`src/rtl/swt_pkg.sv`:
```
package swt_pkg;

	// ----------------------------------------------------------------
	// register offsets on the serial register port
	// ----------------------------------------------------------------
	localparam logic [6:0] ADDR_PIN0_CFG      = 7'h0b;
	localparam logic [6:0] ADDR_PIN1_CFG      = 7'h0c;
	localparam logic [6:0] ADDR_PIN2_CFG      = 7'h0d;
	localparam logic [6:0] ADDR_IO_PORT_CFG   = 7'h0e;
	localparam logic [6:0] ADDR_WAKE_EXP      = 7'h14;
	localparam logic [6:0] ADDR_WAKE_MANT_HI  = 7'h15;
	localparam logic [6:0] ADDR_WAKE_MANT_LO  = 7'h16;
	localparam logic [6:0] ADDR_WAKE_CNT_HI   = 7'h17;
	localparam logic [6:0] ADDR_WAKE_CNT_LO   = 7'h18;

	// ----------------------------------------------------------------
	// reset values and field layout
	// ----------------------------------------------------------------
	localparam logic [7:0] RST_BYTE           = 8'h00;
	localparam logic [7:0] BYTE_ZERO          = 8'h00;
	localparam int         CFG_DRV_MSB        = 7;
	localparam int         CFG_DRV_LSB        = 6;
	localparam int         CFG_PUP_BIT        = 5;
	localparam int         CFG_FN_MSB         = 4;
	localparam int         EXP_R_MSB          = 5;
	localparam int         EXP_R_LSB          = 2;
	localparam int         EXP_D_MSB          = 1;
	localparam logic [7:0] EXP_USED_MASK      = 8'h3f;
	localparam logic [7:0] IO_PORT_MASK       = 8'h7f;
	localparam int         NUM_PINS           = 3;

	// ----------------------------------------------------------------
	// pin function codes (code zero is pin specific)
	// ----------------------------------------------------------------
	localparam logic [4:0] FN_DEFAULT         = 5'h00;
	localparam logic [4:0] FN_WAKE_TIMER      = 5'h01;
	localparam logic [4:0] FN_DIRECT_OUT      = 5'h0a;
	localparam logic [4:0] FN_DIRECT_IN       = 5'h03;

	// ----------------------------------------------------------------
	// timing: low-frequency clock and wake period arithmetic
	// ----------------------------------------------------------------
	localparam int         LF_CLK_HZ          = 32768;
	localparam int         REF_CLK_HZ         = 100000000;
	localparam int         REF_PER_LF_CYCLES  = REF_CLK_HZ / LF_CLK_HZ;
	localparam logic [18:0] WAKE_BASE_TICKS   = 19'h0_0004;
	localparam logic [18:0] PRESC_ONE         = 19'h0_0001;
	localparam logic [15:0] MANT_ONE          = 16'h0001;
	localparam logic [15:0] MANT_ZERO         = 16'h0000;
	localparam logic [3:0]  BIT_CNT_BYTE      = 4'h8;
	localparam logic [3:0]  BIT_CNT_ZERO      = 4'h0;
	localparam logic [3:0]  BIT_CNT_ONE       = 4'h1;
	localparam logic [6:0]  ADDR_ONE          = 7'h01;

	// serial port sequencer states
	typedef enum logic [2:0] {
		SWT_SPI_IDLE = 3'b001,
		SWT_SPI_ADDR = 3'b010,
		SWT_SPI_DATA = 3'b100
	} swt_spi_state_t;

endpackage

```
`src/rtl/swt_spi_slave.sv`:
```
`timescale 1ns/10ps
`default_nettype none

module swt_spi_slave (
	input  wire logic       ref_clk,
	input  wire logic       rst,
	input  wire logic       spi_sel_n,
	input  wire logic       spi_sclk,
	input  wire logic       spi_sdi,
	output logic            spi_sdo,
	output logic [6:0]      reg_addr,
	output logic            reg_wr_en,
	output logic [7:0]      reg_wr_data,
	input  wire logic [7:0] reg_rd_data
);

	// ----------------------------------------------------------------
	// serial clock edges, sampled on ref_clk
	// ----------------------------------------------------------------
	logic                  sclk_prev_r;
	logic                  sclk_rise;
	logic                  sclk_fall;
	swt_pkg::swt_spi_state_t state_r;
	logic [3:0]            bit_cnt_r;
	logic [7:0]            shift_in_r;
	logic [7:0]            shift_out_r;
	logic                  is_write_r;
	logic                  byte_end_r;
	logic [7:0]            shift_in_nxt;

	assign sclk_rise    = spi_sclk & ~sclk_prev_r;
	assign sclk_fall    = ~spi_sclk & sclk_prev_r;
	assign shift_in_nxt = {shift_in_r[6:0], spi_sdi};

	always_ff @(posedge ref_clk or posedge rst)
	begin
		if (rst)
			sclk_prev_r <= 1'b0;
		else
			sclk_prev_r <= spi_sclk;
	end

	// ----------------------------------------------------------------
	// receive side: first bit is write flag, seven address bits, then
	// data bytes; the address steps after every byte for bursts
	// ----------------------------------------------------------------
	always_ff @(posedge ref_clk or posedge rst)
	begin
		if (rst)
		begin
			state_r     <= swt_pkg::SWT_SPI_IDLE;
			bit_cnt_r   <= swt_pkg::BIT_CNT_ZERO;
			shift_in_r  <= swt_pkg::BYTE_ZERO;
			is_write_r  <= 1'b0;
			byte_end_r  <= 1'b0;
			reg_addr    <= 7'h00;
			reg_wr_en   <= 1'b0;
			reg_wr_data <= swt_pkg::BYTE_ZERO;
		end
		else
		begin
			reg_wr_en  <= 1'b0;
			byte_end_r <= 1'b0;
			// step one cycle after the byte, so the write strobe sees its own address
			if (byte_end_r)
				reg_addr <= reg_addr + swt_pkg::ADDR_ONE;
			if (spi_sel_n)
			begin
				state_r   <= swt_pkg::SWT_SPI_IDLE;
				bit_cnt_r <= swt_pkg::BIT_CNT_ZERO;
			end
			else
			begin
				case (state_r)
					swt_pkg::SWT_SPI_IDLE:
					begin
						state_r   <= swt_pkg::SWT_SPI_ADDR;
						bit_cnt_r <= swt_pkg::BIT_CNT_ZERO;
					end
					swt_pkg::SWT_SPI_ADDR:
					begin
						if (sclk_rise)
						begin
							shift_in_r <= shift_in_nxt;
							bit_cnt_r  <= bit_cnt_r + swt_pkg::BIT_CNT_ONE;
							if (bit_cnt_r == swt_pkg::BIT_CNT_BYTE - swt_pkg::BIT_CNT_ONE)
							begin
								is_write_r <= shift_in_nxt[7];
								reg_addr   <= shift_in_nxt[6:0];
								bit_cnt_r  <= swt_pkg::BIT_CNT_ZERO;
								state_r    <= swt_pkg::SWT_SPI_DATA;
							end
						end
					end
					swt_pkg::SWT_SPI_DATA:
					begin
						if (sclk_rise)
						begin
							shift_in_r <= shift_in_nxt;
							bit_cnt_r  <= bit_cnt_r + swt_pkg::BIT_CNT_ONE;
							if (bit_cnt_r == swt_pkg::BIT_CNT_BYTE - swt_pkg::BIT_CNT_ONE)
							begin
								reg_wr_en   <= is_write_r;
								reg_wr_data <= shift_in_nxt;
								bit_cnt_r   <= swt_pkg::BIT_CNT_ZERO;
								byte_end_r  <= 1'b1;
							end
						end
					end
					default:
						state_r <= swt_pkg::SWT_SPI_IDLE;
				endcase
			end
		end
	end

	// ----------------------------------------------------------------
	// transmit side: a byte is loaded on the first falling edge of each
	// data byte, so the read mux has had a full half period to settle
	// ----------------------------------------------------------------
	always_ff @(posedge ref_clk or posedge rst)
	begin
		if (rst)
		begin
			shift_out_r <= swt_pkg::BYTE_ZERO;
			spi_sdo     <= 1'b0;
		end
		else if (spi_sel_n)
			spi_sdo <= 1'b0;
		else if (sclk_fall && state_r == swt_pkg::SWT_SPI_DATA && !is_write_r)
		begin
			if (bit_cnt_r == swt_pkg::BIT_CNT_ZERO)
			begin
				spi_sdo     <= reg_rd_data[7];
				shift_out_r <= {reg_rd_data[6:0], 1'b0};
			end
			else
			begin
				spi_sdo     <= shift_out_r[7];
				shift_out_r <= {shift_out_r[6:0], 1'b0};
			end
		end
	end

endmodule // swt_spi_slave

`default_nettype wire

```
`src/rtl/swt_sleep_wake_timer.sv`:
```
// Summary of operation
// - wake timer ticks from the 32.768 kHz RC source unless crystal is selected.
// - run enable high on sleep entry starts counting the programmed period.
// - expiry asserts the interrupt pin when the timer interrupt enable is set.
// - live 16-bit count readable anytime, high byte at 17, low at 18.
// - period is 4 times mantissa times two to the exponent, over two to the fine divider, low-clock ticks.
// - exponent bits 5:2 and fine divider 1:0 at 14; mantissa at 15, 16.
// - enabled expiry drives interrupt pin low and requests the 30 MHz crystal.
// - with interrupt off and timer pin function, no state change on expiry.
// - outside shutdown, crystal select hands pin 0 over to the external 32 kHz crystal.
// - crystal select clocks the timer and other slow functions from the crystal.
// - in shutdown every general purpose pin is pulled low.
// - three pins, each config holds drive 7:6, pull-up 5, function 4:0.
// - function zero is power-on reset, its inverse, and the controller clock.
// - a larger drive strength code selects a stronger output driver.
`timescale 1ns/10ps
`default_nettype none

module swt_sleep_wake_timer (
	input  wire logic       ref_clk,
	input  wire logic       rst,
	input  wire logic       spi_sel_n,
	input  wire logic       spi_sclk,
	input  wire logic       spi_sdi,
	output logic            spi_sdo,
	input  wire logic       lf_rc_osc,
	input  wire logic       lf_xtal_osc,
	input  wire logic       low_freq_crystal_select,
	input  wire logic       wake_run_enable,
	input  wire logic       wake_irq_enable,
	input  wire logic       wake_irq_ack,
	input  wire logic       sleep_mode,
	input  wire logic       shutdown_mode,
	input  wire logic       por_active,
	input  wire logic       mcu_clk,
	input  wire logic [2:0] pin_in,
	output logic [2:0]      pin_out,
	output logic [2:0]      pin_oe_n,
	output logic [5:0]      pin_drive_strength,
	output logic [2:0]      pin_pullup_enable,
	output logic            interrupt_request_pin_n,
	output logic            xtal_wake_request,
	output logic            lf_clk_is_crystal
);

	// ----------------------------------------------------------------
	// register storage
	// ----------------------------------------------------------------
	logic [7:0]  pin_cfg_r [swt_pkg::NUM_PINS];
	logic [7:0]  io_port_cfg_r;
	logic [7:0]  wake_exp_r;
	logic [15:0] wake_mant_r;
	logic [15:0] wake_timer_r;
	logic [18:0] presc_r;
	logic [6:0]  reg_addr;
	logic        reg_wr_en;
	logic [7:0]  reg_wr_data;
	logic [7:0]  reg_rd_data;
	logic        lf_prev_r;
	logic        lf_level;
	logic        lf_tick;
	logic        sleep_prev_r;
	logic        armed_r;
	logic        expire;
	logic        wake_flag_r;
	logic [18:0] presc_target;

	// period of one mantissa step in low-clock ticks
	function automatic logic [18:0] wake_step_ticks(input logic [7:0] exp_reg);
		logic [3:0] r_val;
		logic [1:0] d_val;
		r_val = exp_reg[swt_pkg::EXP_R_MSB:swt_pkg::EXP_R_LSB];
		d_val = exp_reg[swt_pkg::EXP_D_MSB:0];
		wake_step_ticks = (swt_pkg::WAKE_BASE_TICKS << r_val) >> d_val;
	endfunction

	// decode of a pin's function field
	function automatic logic [4:0] pin_fn(input logic [7:0] cfg);
		pin_fn = cfg[swt_pkg::CFG_FN_MSB:0];
	endfunction

	// ----------------------------------------------------------------
	// serial register port
	// ----------------------------------------------------------------
	swt_spi_slave u_spi (
		.ref_clk     (ref_clk),
		.rst         (rst),
		.spi_sel_n   (spi_sel_n),
		.spi_sclk    (spi_sclk),
		.spi_sdi     (spi_sdi),
		.spi_sdo     (spi_sdo),
		.reg_addr    (reg_addr),
		.reg_wr_en   (reg_wr_en),
		.reg_wr_data (reg_wr_data),
		.reg_rd_data (reg_rd_data)
	);

	// writes to the configuration registers; all reset to zero
	always_ff @(posedge ref_clk or posedge rst)
	begin
		if (rst)
		begin
			for (int i = 0; i < swt_pkg::NUM_PINS; i++)
				pin_cfg_r[i] <= swt_pkg::RST_BYTE;
			io_port_cfg_r <= swt_pkg::RST_BYTE;
			wake_exp_r    <= swt_pkg::RST_BYTE;
			wake_mant_r   <= {swt_pkg::RST_BYTE, swt_pkg::RST_BYTE};
		end
		else if (reg_wr_en)
		begin
			case (reg_addr)
				swt_pkg::ADDR_PIN0_CFG:     pin_cfg_r[0] <= reg_wr_data;
				swt_pkg::ADDR_PIN1_CFG:     pin_cfg_r[1] <= reg_wr_data;
				swt_pkg::ADDR_PIN2_CFG:     pin_cfg_r[2] <= reg_wr_data;
				swt_pkg::ADDR_IO_PORT_CFG:  io_port_cfg_r <= reg_wr_data & swt_pkg::IO_PORT_MASK;
				swt_pkg::ADDR_WAKE_EXP:     wake_exp_r <= reg_wr_data & swt_pkg::EXP_USED_MASK;
				swt_pkg::ADDR_WAKE_MANT_HI: wake_mant_r[15:8] <= reg_wr_data;
				swt_pkg::ADDR_WAKE_MANT_LO: wake_mant_r[7:0] <= reg_wr_data;
				default:                    ;
			endcase
		end
	end

	// read mux; the dio bits show the pin level when a pin is an input
	always_comb
	begin
		reg_rd_data = swt_pkg::BYTE_ZERO;
		case (reg_addr)
			swt_pkg::ADDR_PIN0_CFG:     reg_rd_data = pin_cfg_r[0];
			swt_pkg::ADDR_PIN1_CFG:     reg_rd_data = pin_cfg_r[1];
			swt_pkg::ADDR_PIN2_CFG:     reg_rd_data = pin_cfg_r[2];
			swt_pkg::ADDR_IO_PORT_CFG:
			begin
				reg_rd_data = io_port_cfg_r;
				for (int i = 0; i < swt_pkg::NUM_PINS; i++)
					if (pin_fn(pin_cfg_r[i]) == swt_pkg::FN_DIRECT_IN)
						reg_rd_data[i] = pin_in[i];
			end
			swt_pkg::ADDR_WAKE_EXP:     reg_rd_data = wake_exp_r;
			swt_pkg::ADDR_WAKE_MANT_HI: reg_rd_data = wake_mant_r[15:8];
			swt_pkg::ADDR_WAKE_MANT_LO: reg_rd_data = wake_mant_r[7:0];
			swt_pkg::ADDR_WAKE_CNT_HI:  reg_rd_data = wake_timer_r[15:8];
			swt_pkg::ADDR_WAKE_CNT_LO:  reg_rd_data = wake_timer_r[7:0];
			default:                    reg_rd_data = swt_pkg::BYTE_ZERO;
		endcase
	end

	// ----------------------------------------------------------------
	// low-frequency clock selection and tick
	// ----------------------------------------------------------------
	// the slow clocks are sampled as plain levels; one tick per rising edge.
	// a source change may give one extra tick, harmless for a wake period
	assign lf_level = low_freq_crystal_select ? lf_xtal_osc : lf_rc_osc;
	assign lf_tick  = lf_level & ~lf_prev_r;

	always_ff @(posedge ref_clk or posedge rst)
	begin
		if (rst)
		begin
			lf_prev_r         <= 1'b0;
			lf_clk_is_crystal <= 1'b0;
		end
		else
		begin
			lf_prev_r         <= lf_level;
			lf_clk_is_crystal <= low_freq_crystal_select;
		end
	end

	// ----------------------------------------------------------------
	// wake timer
	// ----------------------------------------------------------------
	// run enable is caught at the entry into sleep; dropping it later in sleep stops the count
	always_ff @(posedge ref_clk or posedge rst)
	begin
		if (rst)
		begin
			sleep_prev_r <= 1'b0;
			armed_r      <= 1'b0;
		end
		else
		begin
			sleep_prev_r <= sleep_mode;
			if (!sleep_mode || !wake_run_enable)
				armed_r <= 1'b0;
			else if (!sleep_prev_r)
				armed_r <= wake_run_enable;
		end
	end

	assign presc_target = wake_step_ticks(wake_exp_r);
	// a zero mantissa never expires rather than firing every tick
	assign expire = armed_r && lf_tick && (presc_r + swt_pkg::PRESC_ONE >= presc_target)
		&& (wake_mant_r != swt_pkg::MANT_ZERO)
		&& (wake_timer_r + swt_pkg::MANT_ONE >= wake_mant_r);

	always_ff @(posedge ref_clk or posedge rst)
	begin
		if (rst)
		begin
			presc_r      <= 19'h0_0000;
			wake_timer_r <= swt_pkg::MANT_ZERO;
		end
		else if (!armed_r)
		begin
			presc_r      <= 19'h0_0000;
			wake_timer_r <= swt_pkg::MANT_ZERO;
		end
		else if (lf_tick)
		begin
			if (presc_r + swt_pkg::PRESC_ONE >= presc_target)
			begin
				presc_r <= 19'h0_0000;
				if (expire)
					wake_timer_r <= swt_pkg::MANT_ZERO;
				else
					wake_timer_r <= wake_timer_r + swt_pkg::MANT_ONE;
			end
			else
				presc_r <= presc_r + swt_pkg::PRESC_ONE;
		end
	end

	// ----------------------------------------------------------------
	// expiry effects: interrupt, crystal wake, pin event flag
	// ----------------------------------------------------------------
	// set beats a simultaneous acknowledge so an expiry is never lost
	always_ff @(posedge ref_clk or posedge rst)
	begin
		if (rst)
		begin
			interrupt_request_pin_n <= 1'b1;
			xtal_wake_request       <= 1'b0;
		end
		else
		begin
			if (expire && wake_irq_enable)
				interrupt_request_pin_n <= 1'b0;
			else if (wake_irq_ack)
				interrupt_request_pin_n <= 1'b1;
			if (expire && wake_irq_enable)
				xtal_wake_request <= 1'b1;
			else if (!sleep_mode)
				xtal_wake_request <= 1'b0;
		end
	end

	// set on each expiry and cleared by the next low-clock tick, for the timer pin function; no state change
	always_ff @(posedge ref_clk or posedge rst)
	begin
		if (rst)
			wake_flag_r <= 1'b0;
		else if (!armed_r)
			wake_flag_r <= 1'b0;
		else if (expire)
			wake_flag_r <= 1'b1;
		else if (lf_tick)
			wake_flag_r <= 1'b0;
	end

	// ----------------------------------------------------------------
	// general purpose pins
	// ----------------------------------------------------------------
	// every pin output is registered, so the controller clock on pin 2
	// lags by one ref_clk; acceptable for a slow controller clock
	always_ff @(posedge ref_clk or posedge rst)
	begin
		if (rst)
		begin
			pin_out            <= 3'h0;
			pin_oe_n           <= 3'h7;
			pin_drive_strength <= 6'h00;
			pin_pullup_enable  <= 3'h0;
		end
		else
		begin
			for (int i = 0; i < swt_pkg::NUM_PINS; i++)
			begin
				pin_drive_strength[2*i +: 2] <=
					pin_cfg_r[i][swt_pkg::CFG_DRV_MSB:swt_pkg::CFG_DRV_LSB];
				pin_pullup_enable[i] <= pin_cfg_r[i][swt_pkg::CFG_PUP_BIT];
				pin_oe_n[i]          <= 1'b0;
				case (pin_fn(pin_cfg_r[i]))
					swt_pkg::FN_DEFAULT:
					begin
						if (i == 0)
							pin_out[i] <= por_active;
						else if (i == 1)
							pin_out[i] <= ~por_active;
						else
							pin_out[i] <= mcu_clk;
					end
					swt_pkg::FN_WAKE_TIMER: pin_out[i] <= wake_flag_r;
					swt_pkg::FN_DIRECT_OUT: pin_out[i] <= io_port_cfg_r[i];
					swt_pkg::FN_DIRECT_IN:
					begin
						pin_out[i]  <= 1'b0;
						pin_oe_n[i] <= 1'b1;
					end
					default:                pin_out[i] <= 1'b0;
				endcase
				if (i == 0 && low_freq_crystal_select)
				begin
					pin_out[i]           <= 1'b0;
					pin_oe_n[i]          <= 1'b1;
					pin_pullup_enable[i] <= 1'b0;
				end
				if (shutdown_mode)
				begin
					pin_out[i]           <= 1'b0;
					pin_oe_n[i]          <= 1'b0;
					pin_pullup_enable[i] <= 1'b0;
				end
			end
		end
	end

endmodule // swt_sleep_wake_timer

`default_nettype wire

```
`config.mk`:
```
export PLATFORM = sky130hd
export DESIGN_NAME = swt_sleep_wake_timer
export DESIGN_NICKNAME = d
export VERILOG_FILES = /design/src/rtl/swt_pkg.sv /design/src/rtl/swt_spi_slave.sv /design/src/rtl/swt_sleep_wake_timer.sv
export SDC_FILE = /design/constraint.sdc
export NUM_CORES = 1
export LEC_CHECK = 0
export ABC_AREA = 1
export BUFFER_PORTS_ARGS = -buffer_cell sky130_fd_sc_hd__buf_2
export CAP_MARGIN = 10
export CORE_MARGIN = 3
export CORE_UTILIZATION = 35
export CTS_CLUSTER_SIZE = 8
export DETAILED_ROUTE_END_ITERATION = 12
export GPL_TIMING_DRIVEN = 0
export SLEW_MARGIN = 10
export SYNTH_ARGS = -nofsm -noshare
export SYNTH_HDL_FRONTEND = slang
export SYNTH_SLANG_ARGS = --single-unit
export TNS_END_PERCENT = 20
```
`constraint.sdc`:
```
create_clock -name ref_clk -period 7.9 [get_ports ref_clk]
set_clock_uncertainty 0.05 [all_clocks]
set_input_delay 1.58 -clock ref_clk [delete_from_list [all_inputs] [get_ports ref_clk]]
set_output_delay 1.58 -clock ref_clk [all_outputs]
set_load 0.03 [all_outputs]
```
==> flow_metrics.tcl, run 1 <==
set metrics [dict create \
    status "finished, final reports clean" \
    crit_path_end_kind "register" \
    wl_per_cell_um 15.0 \
    dp_hpwl_um 17000 \
    fin_crit_sh_pct 43.9 \
    max_freq_mhz 289 \
    drv_cap 0 \
    crit_type "register to register" \
    dpl.cell_count 1496 \
    via_per_inst 4.94 \
    power.share.clock_pct 47.6 \
    cts_inserted_buffers 17 \
    die_h_um 163 \
    num_rows 56 \
    ios 37 \
    fin_area_mm2 0.00983 \
    drtIter0Drc 467 \
    grt_pass1_vias 7040 \
    cellLeakagePower_nw 4.74 \
    drt_wl_total_um 23000 \
    clk_pin_slew_ns 0.07 \
    max_stage_delay_ns 0.46 \
    report.final.slew_viol_count 0 \
    finalSetupViolations 0 \
    cts.sinks 151 \
    cts_setup_buffers 0 \
    fin_crit_ns 3.46 \
    cp.required_ns 8.17 \
    die_area_mm2 0.0265 \
    ys_types 43 \
    die_w_um 163 \
    setup_tns_ns 0 \
    power_density_mw_per_mm2 178 \
    rsz0062_at_grt "false" \
    path_cells "nand3_1, nor3_1, nand2_1, nor4_1, xor2_1, inv_1, ha_1, nand2_1, inv_1, nand3_1, nor3_1, nand3_1, nand3_1, nand3_2, buf_6, nand2_1, nand2_1" \
    core_area_mm2 0.0238 \
    insertedDiodeCount 0 \
    holdWs_ns 0.371 \
    cts_buffer_depth 2 \
    final_hold_viol_count 0 \
    grt_overflow 0 \
    ir_drop_mv 0.110 \
    final_cells 1528 \
    synthCells 1140 \
    ys_seq_area_share_pct 43.9 \
    track_usage_pct 17.8 \
    crit_fanout 10 \
    post-route-util_pct 41.3 \
    p_switching_mw 0.454 \
    placed_cell_area_mm2 0.00923 \
    syn2layout_area_growth_pct 14.1 \
    antenna_found_initial 0 \
    drive_above_1_share_pct 8.11 \
    start_util_pct 36.2 \
    first_pass_iters 5 \
    postRouteAntennaNets 0 \
    seq_area_mm2 0.00378 \
    ctsResizeCount 0 \
    maxSlewHeadroom_pct 55.0 \
    gp_congestion 0.878 \
    netlist_area_mm2 0.00862 \
    postSynthNetCount 1200 \
    drc_errors 0 \
    p_sw_share_pct 25.9 \
    yosys_warnings 0 \
    grt_max_degree 77 \
    setup_ws_ns 4.44 \
    root_buffer "clkbuf_16" \
    combPwrFrac_pct 5.6 \
    cts_tree "yes" \
    multi_input_area_mm2 0.00409 \
    dp_slack_ns 4.48 \
    vias 7541 \
    fillers 2493 \
    grt_pass1_wl_um 37500 \
    port_buffers 36 \
    hold_buffers 0 \
    syn_area_per_cell_um2 7.56 \
    final_nets 1256 \
    seqPwrFrac_pct 46.9 \
    max_slew.worst_pin.slew_ns 0.670 \
    internal_power_mw 1.30 \
    start_kind "register" \
    clk_latency_ns 0.44 \
    ys_seq_elements 151 \
    crit_slowest_cell "dfrtp_1" \
    holdCritPathClass "register to register" \
    ctsHtreeMaxLevel 4 \
    cp.arrival_ns 3.74 \
    p_total_mw 1.75 \
]
cells in the mapped netlist (all sizes together):
| cell | instances | area [um2] |
|---|---|---|
| xor2 | 26 | 228 |
| nand2 | 328 | 1260 |
| inv | 162 | 608 |
| o22ai | 20 | 125 |
| nand4 | 15 | 93.8 |
| o31ai | 2 | 15.0 |
| o211ai | 4 | 30.0 |
| dfstp | 5 | 131 |
| a2111oi | 1 | 8.76 |
| buf | 5 | 43.8 |
| nand3 | 42 | 228 |
| a211oi | 1 | 7.51 |
| o2111ai | 3 | 26.3 |
| ha | 42 | 526 |
| a221oi | 1 | 8.76 |
| nor2 | 86 | 340 |
| nor4 | 6 | 37.5 |
| a31o | 1 | 8.76 |
| o21ai | 138 | 691 |
| clkbuf | 21 | 78.8 |
| and3 | 1 | 6.26 |
| a21oi | 40 | 200 |
| xnor2 | 5 | 43.8 |
| o31a | 1 | 8.76 |
| nor3 | 24 | 125 |
| a22o | 1 | 8.76 |
| nand3b | 1 | 7.51 |
| dfrtp | 146 | 3650 |
| clkinv | 4 | 15.0 |
| or2 | 3 | 18.8 |
| a21o | 1 | 7.51 |
| o221ai | 1 | 8.76 |
| a31oi | 2 | 12.5 |
| mux2i | 1 | 10.0 |
final timing paths:
check                                       startpoint                                  end  slack, ns  depth (start not counted)
max                        wake_timer_r[2]$_DFFE_PP0P_          wake_timer_r[2]$_DFFE_PP0P_       4.44                         17
min                           pin_cfg_r[7]$_DFFE_PP0P_      pin_drive_strength[5]$_DFF_PP0_       0.37                          0
max reg2reg                wake_timer_r[2]$_DFFE_PP0P_          wake_timer_r[2]$_DFFE_PP0P_       4.44                         17
min reg2reg                   pin_cfg_r[7]$_DFFE_PP0P_      pin_drive_strength[5]$_DFF_PP0_       0.37                          0
max in group asynchronous                          rst  interrupt_request_pin_n$_DFFE_PP1P_       5.88                          3
min in group asynchronous                          rst         io_port_cfg_r[1]$_DFFE_PP0P_       1.14                          2
power by group through the flow:
stage               clock network (mW)  registers, mW  logic, mW
finish                           0.834          0.822     0.0974
global route                     0.880          0.825      0.113
CTS                              0.846          0.821     0.0995
detailed placement                   0          0.836     0.0988
global placement                     0          0.835     0.0961
floorplan                            0          0.833     0.0612
per-layer routing:
metal	vias up	part of all wire (%)	global-route usage [%]
met2	185	45	28.1
met3	25	4.9	3.66
met4	0	1.3	4.69
met5	-	0	0
met1	3540	49	25.0
li1	3791	-	-
cell families (layout without fill, tap and decap cells):
kind of cell	Yosys count	in the layout	synth area share, %
muxes	1	1	0.116
buffers and inverters	192	261	8.65
DFF	151	151	43.9
AOI/OAI and AO/OA	217	217	13.5
adders and majority gates	42	42	6.10
and+or+nand+nor	506	506	24.5
xor gates and xnor gates	31	31	3.15
placed cells by master, fill, tap and decap left out, types with 4 or more instances in the layout:
cell	n
xnor2_1	5
clkinv_1	4
ha_1	42
xor2_1	26
clkbuf_1	21
o21ai_1	6
inv_1	161
nand4_1	15
nand2_1	322
nand3_1	40
nor3_1	23
nor2_2	4
o22ai_1	20
dfstp_2	5
buf_2	38
a21oi_1	40
o211ai_1	4
nor4_1	6
inv_6	5
clkbuf_16	17
o21ai_0	132
dfrtp_1	146
nor2_1	81
nand2_2	4
sequential cells by signal, summed over array words and instances (netlist names), 3 cells and up:
register and flops:
pin_out 3, pin_cfg_r 24, wake_mant_r 16, u_spi.shift_in_r 7, presc_r 19, io_port_cfg_r 7
u_spi.shift_out_r 7, pin_oe_n 3, wake_exp_r 6, u_spi.reg_wr_data 8, pin_drive_strength 6, u_spi.bit_cnt_r 4
u_spi.reg_addr 7, u_spi.state_r 3, pin_pullup_enable 3, wake_timer_r 16
cell type report:
class                   count  share of cell area, %
multi-input cells         797                   41.6
flip-flops and latches    151                   38.5
inverters                 166                   6.41
clock buffers              20                   4.75
well taps                 319                   4.06
repair buffers             37                   2.11
clock inverters            12                   1.35
plain buffers              26                   1.25
worst max-delay path: cells and delay by family (launching register included):
kind | cells | cell delay (ns)
buffers and inverters | 3 | 0.34
adder cells (fa/ha/maj) | 1 | 0.30
flip-flops | 1 | 0.46
XOR/XNOR | 1 | 0.28
AND/OR/NAND/NOR | 12 | 1.93
No activity file was read; power rests on OpenSTA's default activity.
==> run 2: changes to the inputs <==
Clock period 7.9 ns to 3.12 ns, I/O delays scaled along.
==> flow_metrics.tcl, run 2 (synthesis results as in run 1) <==
set metrics [dict create \
    max_stage_delay_ns 0.44 \
    postRouteAntennaNets 0 \
    drv_cap 0 \
    drt_wl_total_um 23500 \
    maxSlewHeadroom_pct 46.7 \
    cp.required_ns 3.39 \
    die_area_mm2 0.0265 \
    crit_buf_inv 4 \
    ios 37 \
    final_nets 1272 \
    max_slew.worst_pin.slew_ns 0.797 \
    vias 7632 \
    critPathTopFamily "simple AND/OR/NAND/NOR gates" \
    violations "negative setup slack" \
    final_hold_viol_count 0 \
    grt_overflow 0 \
    fillers 2447 \
    core_area_mm2 0.0238 \
    insertedDiodeCount 0 \
    num_rows 56 \
    cellLeakagePower_nw 4.91 \
    cts_tree "yes" \
    ctsHtreeMaxLevel 4 \
    hold_buffers 0 \
    via_per_inst 4.94 \
    clk_latency_ns 0.44 \
    p_total_mw 4.41 \
    ir_drop_mv 0.331 \
    cts_buffer_depth 2 \
    cp_num_cells 18 \
    final_cell_mix "nand2_1 (313), inv_1 (160), dfrtp_1 (136)" \
    r2r_setup_slack_ns -0.12 \
    port_buffers 36 \
    start_kind "register" \
    die_w_um 163 \
    path_cells "buf_6, nand3_4, nor3_4, nand2_2, nor4_4, xor2_1, inv_1, ha_4, nand2_4, inv_2, nand3_4, nor3_4, nand2_1, nand3_2, nand3_4, clkbuf_16, nand2_1, nand2_1" \
    setup_ws_ns -0.116 \
    wl_met3_um 1120 \
    cts.sinks 151 \
    wl_per_cell_um 15.2 \
    drtIter0Drc 516 \
    status "finished, violations left" \
    largest_register_ffs 24 \
    drc_errors 0 \
    syn2layout_area_growth_pct 19.4 \
    setup_tns_ns -1.14 \
    hold_depth 1 \
    dr.max_layer_used "met4" \
    dp_hpwl_um 17200 \
    cp.arrival_ns 3.51 \
    antenna_found_initial 0 \
    start_util_pct 36.2 \
    clk_pin_slew_ns 0.08 \
    power_density_mw_per_mm2 428 \
    crit_fanout 8 \
    wl_met2_um 10900 \
    placed_cell_area_mm2 0.00928 \
    gp_congestion 0.882 \
    layout_commonest_cell "nand2_1" \
    fin_crit_sh_pct 104 \
    drive_above_1_share_pct 14.0 \
    finalSetupViolations 12 \
    first_pass_iters 5 \
    track_usage_pct 17.8 \
    fin_area_mm2 0.0103 \
    crit_slowest_cell "dfrtp_1" \
    rsz0062_at_grt "true" \
    crit_path_end_kind "register" \
    crit_type "register to register" \
    holdWs_ns 0.250 \
    grt_pass1_vias 7157 \
    max_freq_mhz 309 \
    grt_max_degree 36 \
    grt_pass1_wl_um 37600 \
    die_h_um 163 \
    cts_inserted_buffers 17 \
    root_buffer "clkbuf_16" \
    report.final.slew_viol_count 0 \
    holdCritPathClass "input port to register" \
    reg_top3 "pin_cfg_r (24), presc_r (19)" \
    regMostFlops "pin_cfg_r" \
    multi_input_area_mm2 0.00433 \
    m1WireLength_um 11100 \
    fin_crit_ns 3.24 \
    reg2reg_depth 18 \
    seq_area_mm2 0.00380 \
]
==> run 2: changes by cell type in the layout (fill, tap and decap cells not counted), sizes merged <==
cell and change:
inv +1, clkinv +2, clkinvlp +1, bufinv -1, clkbuf -5, buf +18
==> run 2: where the power goes <==
group          leakage (nW)  internal, mW  switching [mW]  total, mW
logic                  2.60        0.0732           0.182      0.255
registers              2.02          2.03          0.0459       2.08
clock network         0.287          1.08           0.991       2.07
total                  4.91          3.19            1.22       4.41
==> run 2: path summary, 6_finish.rpt <==
check	start	to
setup / recovery	wake_timer_r[1]$_DFFE_PP0P_	wake_timer_r[1]$_DFFE_PP0P_
hold / removal	spi_sclk	u_spi.sclk_prev_r$_DFF_PP0_
setup reg to reg	wake_timer_r[1]$_DFFE_PP0P_	wake_timer_r[1]$_DFFE_PP0P_
hold reg to reg	pin_cfg_r[14]$_DFFE_PP0P_	pin_drive_strength[2]$_DFF_PP0_
max in group asynchronous	rst	interrupt_request_pin_n$_DFFE_PP1P_
min in group asynchronous	rst	pin_cfg_r[8]$_DFFE_PP0P_
==> run 2: area by class of cell <==
cell class | instances | share of cell area [%]
multi-input cells | 797 | 42.1
flip-flops and latches | 151 | 36.9
inverters | 166 | 6.13
clock buffers | 17 | 4.13
repair buffers | 58 | 4.05
well taps | 319 | 3.88
clock inverters | 15 | 1.69
plain buffers | 21 | 1.13
==> run 2: metal layers <==
layer  vias to the layer above  global-route usage, %
li1                       3832                      -
met1                      3587                   25.0
met2                       182                   28.5
met3                        31                   3.15
met4                         0                   4.84
met5                         -                      0
==> run 2: per-stage QoR <==
step	std cells	setup WS, ns	util [%]
finish	1544	-0.116	43.2
global route	1544	-0.223	43.2
floorplan	1140	0.322	-
global placement	1495	-0.492	38.6
detailed placement	1499	-0.314	39.0
CTS	1528	0.000718	41.7
==> run 2: what timing repair did <==
action / in CTS / in global routing
resized for setup: 18 / 57
endpoints found under the setup margin: 29 / 37
pin swaps: 1 / 19
cloned: 0 / 1
setup buffers: 1 / 16
==> run 3: changes to the inputs <==
Settings changed: CORE_UTILIZATION 35 to 25.
==> flow_metrics.tcl, run 3 (synthesis results as in run 1) <==
set metrics [dict create \
    num_rows 67 \
    power_density_mw_per_mm2 418 \
    holdCritPathClass "input port to async pin" \
    fin_area_mm2 0.0106 \
    crit_type "register to register" \
    finalSetupViolations 0 \
    vias 7840 \
    maxSlewHeadroom_pct 45.1 \
    fillers 3572 \
    drc_errors 0 \
    first_pass_iters 5 \
    cp.required_ns 3.40 \
    clk_latency_ns 0.44 \
    start_util_pct 25.5 \
    reg_top3 "pin_cfg_r (24), presc_r (19)" \
    port_buffers 36 \
    via_per_inst 4.64 \
    rsz0062_at_grt "true" \
    report.final.slew_viol_count 0 \
    cts_buffer_depth 2 \
    antenna_found_initial 0 \
    final_hold_viol_count 0 \
    ios 37 \
    syn2layout_area_growth_pct 23.5 \
    cp.arrival_ns 3.28 \
    die_w_um 192 \
    drtIter0Drc 545 \
    crit_path_end_kind "register" \
    r2r_setup_slack_ns 0.12 \
    cts.sinks 151 \
    largest_register_ffs 24 \
    drive_above_1_share_pct 16.5 \
    regMostFlops "pin_cfg_r" \
    cts_tree "yes" \
    status "finished, final reports clean" \
    die_h_um 192 \
    postRouteAntennaNets 0 \
    cellLeakagePower_nw 5.02 \
    root_buffer "clkbuf_16" \
    hold_buffers 0 \
    setup_tns_ns 0 \
    wl_per_cell_um 14.3 \
    clk_pin_slew_ns 0.06 \
    placed_cell_area_mm2 0.00944 \
    core_area_mm2 0.0338 \
    die_area_mm2 0.0367 \
    final_cell_mix "nand2_1 (305), inv_1 (158), dfrtp_1 (136)" \
    grt_max_degree 38 \
    grt_pass1_vias 7501 \
    fin_crit_sh_pct 96.1 \
    grt_pass1_wl_um 38800 \
    fin_crit_ns 3.00 \
    start_kind "register" \
    max_slew.worst_pin.slew_ns 0.818 \
    max_freq_mhz 334 \
    ir_drop_mv 0.395 \
    grt_overflow 0 \
    final_nets 1289 \
    cts_inserted_buffers 17 \
    insertedDiodeCount 0 \
    ctsHtreeMaxLevel 4 \
    gp_congestion 0.885 \
    drt_wl_total_um 24100 \
    dp_hpwl_um 17600 \
    track_usage_pct 13.2 \
    layout_commonest_cell "nand2_1" \
    drv_cap 0 \
    crit_fanout 6 \
]
[run 3: power breakdown]
part	leakage, nW	switching, mW	internal, mW
sequential	2.02	0.0470	2.03
clock	0.292	0.885	1.22
combinational	2.71	0.193	0.0781
total	5.02	1.12	3.33
[run 3: critical path: stages (launching register included)]
cell	delay (ns)
dfrtp_2	0.43
nand3_2	0.13
nor3_4	0.25
nand2_2	0.12
nor4_4	0.17
xor2_1	0.23
inv_1	0.06
ha_1	0.29
nand2_1	0.07
inv_1	0.08
nand3_2	0.08
nor3_2	0.20
nand3_1	0.12
nand3_2	0.11
nand3_4	0.15
clkbuf_16	0.22
nand2_2	0.06
nand2_2	0.04
[run 3: per-stage QoR]
step	util (%)	power, mW	instances	hold slack (ns)	worst slack, ns
4_1_cts	29.8	4.49	1656	0.134	0.0195
3_3_place_gp	27.7	2.37	1624	0.371	-0.549
5_1_grt	31.5	4.64	1690	0.141	-0.110
2_1_floorplan	-	2.27	1140	0.324	0.322
6_report	31.5	4.45	1690	0.140	0.123
3_5_place_dp	28.0	2.38	1628	0.356	-0.219
[run 3: repair_timing]
| action | in CTS | in global routing |
|---|---|---|
| resized for setup | 16 | 91 |
| pin swaps | 0 | 27 |
| gates cloned | 0 | 1 |
| setup endpoints to repair | 29 | 37 |
| buffers inserted | 0 | 34 |
[run 3: worst paths after layout]
| check | startpoint | to | depth (start not counted) |
|---|---|---|---|
| setup / recovery | wake_timer_r[0]$_DFFE_PP0P_ | wake_timer_r[2]$_DFFE_PP0P_ | 17 |
| hold / removal | rst | presc_r[0]$_DFFE_PP0P_ | 2 |
| setup reg to reg | wake_timer_r[0]$_DFFE_PP0P_ | wake_timer_r[2]$_DFFE_PP0P_ | 17 |
| hold reg to reg | sleep_prev_r$_DFF_PP0_ | armed_r$_DFFE_PP0P_ | 1 |
| max in group asynchronous | rst | u_spi.reg_wr_data[2]$_DFFE_PP0P_ | 5 |
| min in group ref_clk | spi_sclk | u_spi.sclk_prev_r$_DFF_PP0_ | 1 |
[run 3: area by class of cell]
cell class / instances / area (um2) / area share (%)
Inverter: 166 / 639 / 6.01
Clock inverter: 12 / 143 / 1.34
Tap cell: 448 / 561 / 5.27
Multi-Input combinational cell: 797 / 4390 / 41.3
Sequential cell: 151 / 3800 / 35.7
Clock buffer: 20 / 447 / 4.20
Timing Repair Buffer: 75 / 544 / 5.12
Buffer: 21 / 118 / 1.11
[run 3: layer usage]
| metal | vias up | GRT usage, % | part of all wire (%) |
|---|---|---|---|
| met5 | - | 0 | 0 |
| met3 | 35 | 3.08 | 5.1 |
| met2 | 182 | 20.9 | 47 |
| met4 | 0 | 3.42 | 1.7 |
| li1 | 3872 | - | - |
| met1 | 3751 | 18.2 | 46 |
